$ cat src/verilog/bpm_regs_defs.vh
// Constants for the bridge power management register bank.
// Included by the register bank module; holds definitions only.
`ifndef BPM_REGS_DEFS_VH
`define BPM_REGS_DEFS_VH

`define BPM_OFS_PMCSR 8'h4c
`define BPM_OFS_EXT 8'h4e
`define BPM_OFS_DATA 8'h4f
`define BPM_PMCSR_RESET 16'h0008
`define BPM_EXT_RESET 8'h40
`define BPM_DATA_RESET 8'h00
`define BPM_STATE_D0 2'h0
`define BPM_STATE_D3HOT 2'h3
`define BPM_BIT_WAKE_EN 8
`define BPM_BIT_NO_SOFT_RST 3
`define BPM_BIT_CLK_STOP 7
`define BPM_BIT_B2 6
`define BPM_CFG_DWORD 6'h13
`define BPM_PMCSR_RW_MASK 16'h0103
`define BPM_STATE_MSB 1
`define BPM_STATE_LSB 0
`define BPM_ZERO_WORD 32'h0000_0000

`endif

$ cat src/verilog/bpm_regs.v
// Power management control/status registers of the bridge function.
// Assumes configuration accesses arrive as one-cycle dword requests with byte enables.
//
// Contract
// RULE1: Power state field bits 1:0 read/write, reset D0, encodes D0..D3hot.
// RULE2: Leaving D3hot for D0 causes no internal reset; contents are kept.
// RULE3: No-soft-reset bit 3 mirrors the pm revision select control bit.
// RULE4: Wake event status bit 15 always reads 0.
// RULE5: Data scale field bits 14:13 always reads 00.
// RULE6: Data select field bits 12:9 always reads zero.
// RULE7: Wake enable bit 8 is plain storage, reset 0.
// RULE8: Reserved bits 7:4 and 2 read zero.
// RULE9: Extension bit 7 mirrors the secondary clock stop enable.
// RULE10: Extension bit 6 always reads 1, bus B2 in D3.
// RULE11: Extension bits 5:0 read zero.
// RULE12: Power data register always reads zero.
// RULE13: Writes to read-only or reserved fields are ignored.
`timescale 1ns/1ps
`include "bpm_regs_defs.vh"

module bpm_regs (
  input wire mclk_i,
  input wire rst_i,
  input wire cfg_req_i,
  input wire cfg_we_i,
  input wire [5:0] cfg_dword_i,
  input wire [3:0] cfg_be_i,
  input wire [31:0] cfg_wdata_i,
  input wire pm_revision_select_i,
  input wire secondary_clock_stop_enable_i,
  output reg [31:0] cfg_rdata_o,
  output reg cfg_ack_o,
  output reg [1:0] device_power_state_o,
  output reg wake_event_enable_o
);

  // Widths of the pieces of the configuration dword.
  localparam PMCSR_W = 16;
  localparam BYTE_W = 8;
  localparam LANES_W = 2;

  // Kinds of request seen on one edge.
  localparam KIND_IDLE = 2'h0;
  localparam KIND_READ = 2'h1;
  localparam KIND_WRITE = 2'h2;
  localparam KIND_MISS = 2'h3;

  // Stored fields.
  reg [1:0] state_reg;
  reg [1:0] state_next;
  reg wake_en_reg;
  reg wake_en_next;

  // Mirrors of the general control settings.
  reg rev_sel_reg;
  reg clk_stop_reg;
  wire rev_sel_next;
  wire clk_stop_next;

  // Bus response.
  reg ack_next;
  reg [31:0] rdata_next;

  // Request decode and write merge.
  wire hit;
  wire [1:0] req_kind;
  wire [LANES_W-1:0] lane_en;
  wire [PMCSR_W-1:0] rw_mask;
  wire [PMCSR_W-1:0] cur_pmcsr;
  wire [PMCSR_W-1:0] merged;

  // Fields of the control/status half-word.
  wire wake_stat_f;
  wire [1:0] data_scale_f;
  wire [3:0] data_sel_f;
  wire [3:0] rsvd_mid_f;
  wire no_soft_rst_f;
  wire rsvd_low_f;

  // Fields of the extension byte and the data byte.
  wire clk_stop_f;
  wire b2_f;
  wire [5:0] rsvd_ext_f;
  wire [7:0] pdata;

  // Assembled read word.
  wire [15:0] pmcsr;
  wire [7:0] ext;
  wire [31:0] rd_word;

  assign hit = (cfg_dword_i == `BPM_CFG_DWORD);
  assign req_kind = !cfg_req_i ? KIND_IDLE :
                    !hit ? KIND_MISS :
                    cfg_we_i ? KIND_WRITE : KIND_READ;

  // RULE3 RULE9 mirrors follow the control inputs one edge late.
  assign rev_sel_next = pm_revision_select_i;
  assign clk_stop_next = secondary_clock_stop_enable_i;

  // RULE4 wake status never set.
  assign wake_stat_f = 1'b0;
  // RULE5 data scale unused.
  assign data_scale_f = 2'h0;
  // RULE6 data select unused.
  assign data_sel_f = 4'h0;
  // RULE8 reserved bits zero.
  assign rsvd_mid_f = 4'h0;
  assign rsvd_low_f = 1'b0;
  // RULE3 no soft reset indication.
  assign no_soft_rst_f = rev_sel_reg;
  assign pmcsr = {wake_stat_f, data_scale_f, data_sel_f, wake_en_reg, rsvd_mid_f,
                  no_soft_rst_f, rsvd_low_f, state_reg};

  // RULE9 clock stop mirror.
  assign clk_stop_f = clk_stop_reg;
  // RULE10 bus state B2.
  assign b2_f = 1'b1;
  // RULE11 reserved bits zero.
  assign rsvd_ext_f = 6'h00;
  assign ext = {clk_stop_f, b2_f, rsvd_ext_f};

  // RULE12 power data zero.
  assign pdata = `BPM_DATA_RESET;
  assign rd_word = {pdata, ext, pmcsr};

  // RULE13 writable bit mask.
  assign rw_mask = `BPM_PMCSR_RW_MASK;
  assign lane_en = cfg_be_i[LANES_W-1:0];
  assign cur_pmcsr = {7'h00, wake_en_reg, 6'h00, state_reg};

  // A bit takes write data only when its byte lane is enabled and it is writable,
  // so fixed and reserved bits can never be disturbed by a write.
  genvar gi;
  generate
    for (gi = 0; gi < PMCSR_W; gi = gi + 1) begin : g_merge
      assign merged[gi] = (lane_en[gi / BYTE_W] && rw_mask[gi]) ?
                          cfg_wdata_i[gi] : cur_pmcsr[gi];
    end
  endgenerate

  // Next values for the stored fields and the bus response.
  always @* begin
    ack_next = 1'b0;
    rdata_next = `BPM_ZERO_WORD;
    state_next = state_reg;
    wake_en_next = wake_en_reg;
    case (req_kind)
      KIND_IDLE: begin
        ack_next = 1'b0;
      end
      KIND_READ: begin
        ack_next = 1'b1;
        rdata_next = rd_word;
      end
      // RULE1 RULE2 RULE7 plain store.
      KIND_WRITE: begin
        ack_next = 1'b1;
        state_next = merged[`BPM_STATE_MSB:`BPM_STATE_LSB];
        wake_en_next = merged[`BPM_BIT_WAKE_EN];
      end
      // A miss is acknowledged with zero data and changes nothing.
      KIND_MISS: begin
        ack_next = 1'b1;
      end
      default: begin
        ack_next = 1'b0;
      end
    endcase
  end

  // RULE3 RULE9 mirror registers.
  always @(posedge mclk_i or posedge rst_i) begin
    if (rst_i) begin
      rev_sel_reg <= 1'b0;
      clk_stop_reg <= 1'b0;
    end else begin
      rev_sel_reg <= rev_sel_next;
      clk_stop_reg <= clk_stop_next;
    end
  end

  // RULE2 leaving D3hot is an ordinary store; nothing else is cleared.
  always @(posedge mclk_i or posedge rst_i) begin
    if (rst_i) begin
      state_reg <= `BPM_STATE_D0;
      wake_en_reg <= 1'b0;
      device_power_state_o <= `BPM_STATE_D0;
      wake_event_enable_o <= 1'b0;
    end else begin
      state_reg <= state_next;
      wake_en_reg <= wake_en_next;
      device_power_state_o <= state_next;
      wake_event_enable_o <= wake_en_next;
    end
  end

  // Bus response registers.
  always @(posedge mclk_i or posedge rst_i) begin
    if (rst_i) begin
      cfg_ack_o <= 1'b0;
      cfg_rdata_o <= `BPM_ZERO_WORD;
    end else begin
      cfg_ack_o <= ack_next;
      cfg_rdata_o <= rdata_next;
    end
  end

endmodule // bpm_regs

$ cat config.mk
export PLATFORM = sky130hd
export DESIGN_NAME = bpm_regs
export DESIGN_NICKNAME = d
export VERILOG_FILES = /design/src/verilog/bpm_regs.v
export VERILOG_INCLUDE_DIRS = /design/src /design/src/verilog
export SDC_FILE = /design/constraint.sdc
export NUM_CORES = 1
export LEC_CHECK = 0
export ABC_AREA = 1
export BUFFER_PORTS_ARGS = -buffer_cell sky130_fd_sc_hd__buf_2
export CORE_ASPECT_RATIO = 0.6
export CORE_MARGIN = 10
export CORE_UTILIZATION = 32
export CTS_CLUSTER_DIAMETER = 200
export CTS_CLUSTER_SIZE = 20
export DETAILED_ROUTE_END_ITERATION = 10
export PLACE_DENSITY = 0.85
export SLEW_MARGIN = 20
export SYNTH_ARGS = -nofsm -noshare
export SYNTH_HDL_FRONTEND = slang
export SYNTH_SLANG_ARGS = --single-unit
$ cat constraint.sdc
create_clock -name mclk_i -period 0.8 [get_ports mclk_i]
set_clock_uncertainty 0.05 [all_clocks]
set_input_delay 0.16 -clock mclk_i [delete_from_list [all_inputs] [get_ports mclk_i]]
set_output_delay 0.16 -clock mclk_i [all_outputs]
set_load 0.005 [all_outputs]
==> flow_summary.toml <==
[synthesis]
ys_top_cells_by_count = "26 x buf_4, 12 x dfrtp_1, 10 x inv_1"
synth_area_leaders = "dfrtp_1 43%, buf_4 28%, inv_1 5.3%, nor2_2 5.3%, nand2_1 4.8%"
synth_top_cell_area_share_pct = 42.8
synth_cells = 79
synthFlopType = "dfrtp_1"
netlist_area_um2 = 702
yosysMostFrequentCell = "buf_4"
synth_cell_types = 13
yosysTopAreaCell = "dfrtp_1"
synthArstFlopShare_pct = 100
synth-seq-cells = 12
synth_warnings = 0
synth_edf_count = 0
yosysSeqAreaShare_pct = 42.8
syn_area_per_cell_um2 = 8.89

[clocking]
clock-root-buffer = "clkbuf_8"
hold_buffers = 2
cts_made_buffers = 3
clk_latency_ns = 0.24
clk_path_buf_depth = 2
cts_max_level = 1
cts_tree = "built"
clk_pin_slew_ns = 0.05
cts.sinks = 12

[global_route]
grt_pass1_vias = 594
track_usage_pct = 6.72
antenna_found_initial = 0
overflow = 0
grt_max_degree = 13
grt_first_pass_wirelength_mm = 2.45

[power]
leakage_nw = 0.538
vdd_drop_max_mv = 0.439
p_total_mw = 1.45
power_density_nw_per_um2 = 1670

[floorplan]
initial_core_util_pct = 32.9
ioPinCount = 84
die_w_um = 80.5
core_area_um2 = 2130
die_h_um = 56.3
num_rows = 13
dieArea_um2 = 4530

[place]
port_buffers = 26
place_ws_ns = -0.141
finalWeightedCongestion = 0.742
hpwl_mm = 1.32

[finish]
fin_nets = 161
antenna_cells = 0
largest_reg_flops = 6
drive_gt1_share_pct = 41.1
synthToLayoutAreaGrowth_pct = 23.4

[setup_path]
slowest_stage = "dfrtp_1"
crit_path_max_incr_delay_ns = 0.38
end_kind = "primary output"
cp.arrival_ns = 0.75
crit_start = "state_reg[0]$_DFFE_PP0P_"
path_max_fanout = 2
r2r_slack_ns = 0
cp_cell_sequence = "buf_2"
r2r-start = "state_reg[0]$_DFFE_PP0P_"
path_buf_inv = 1
startpoint_type = "flop"
critical_path_class = "flop to primary output"
required_ns = 0.59
crit_family = "flip-flops"

[flow_run]
cap_viol_max_count = 0

[sta]
slew_viol_final = 0
rsz0062_at_grt = "yes"
fmax_ghz = 1.04
period_needed_ns = 0.960
period_share_pct = 120
setup_viol = 11
fin_hold_ws_ns = -0.140
hold_violations = 12
fin_setup_tns_ns = -1.30
worst_slack_ns = -0.160

[drt]
via_per_inst = 3.70
ant_nets = 0
drtPass1Iterations = 4
drt_iter0_drc = 18
num_vias = 525
drc = 0
finalWirelength_mm = 1.57
wl_per_cell_um = 11.1

[status]
failed_checks = "negative hold slack, negative setup slack"
outcome = "complete, but fails checks"

[worst_hold_path]
hp-class = "input pin to asynchronous set/reset pin"
[area by class of cell]
cell class | instances | area [um2]
clock buffer | 4 | 55.1
fill | 207 | 1260
inverter | 12 | 45.0
multi-input combinational | 53 | 251
sequential | 12 | 300
tap | 30 | 37.5
timing repair buffer | 31 | 176
[per-stage QoR]
step                hold slack (ns)  util [%]  instances  cell area (um2)
global placement              0.118      35.9        133              764
floorplan                   -0.0253         -        104              796
CTS                          -0.126      40.5        142              862
detailed placement            0.125      35.9        133              764
finish                       -0.140      40.6        142              866
global route                 -0.112      40.6        142              866
[cell usage in the layout (no fill, tap or decap), drive strengths merged]
cell         netlist  routed
nor2              10      10
buf               26      29
dlygate4sd3        0       2
nand4              5       5
dfrtp             12      12
conb               1      26
inv               12      12
nand2             12      12
clkbuf             1       4
[power by group]
part | switching [mW] | leakage (nW) | internal (mW)
logic | 0.107 | 0.349 | 0.0657
registers | 0.00597 | 0.160 | 0.623
clock network | 0.210 | 0.0288 | 0.434
total | 0.323 | 0.538 | 1.12
[kinds of logic after synthesis]
family	share of synthesized area, %
flops	42.8
buf+inv	34.8
other cells	0.534
simple gates	21.9
[path summary, 6_finish.rpt]
path | endpoint | cells past startpoint
min in group mclk_i | cfg_ack_o$_DFF_PP0_ | 1
max in group asynchronous | no_soft_rst_f$_DFF_PP0_ | 2
hold / removal | wake_event_enable_o$_DFFE_PP0P_ | 2
setup reg to reg | state_reg[0]$_DFFE_PP0P_ | 3
setup / recovery | device_power_state_o[0] | 1
hold reg to reg | cfg_rdata_o[3]$_DFF_PP0_ | 2
[per-layer routing]
metal  vias up  routed length, um  global-route usage [%]
li1        249                  -                       -
met1       234                510                    5.98
met2        40                856                    12.4
met3         2                200                    3.17
met4         0                  4                    3.00
met5         -                  0                       0
[timing repair]
action | 4_1_cts | 5_1_grt
setup buffers | 3 | 1
pin swaps | 0 | 0
endpoints found under the setup margin | 10 | 13
gates resized for setup | 0 | 2
hold endpoints to repair | 14 | 12
(Power assumes the default switching activity.)
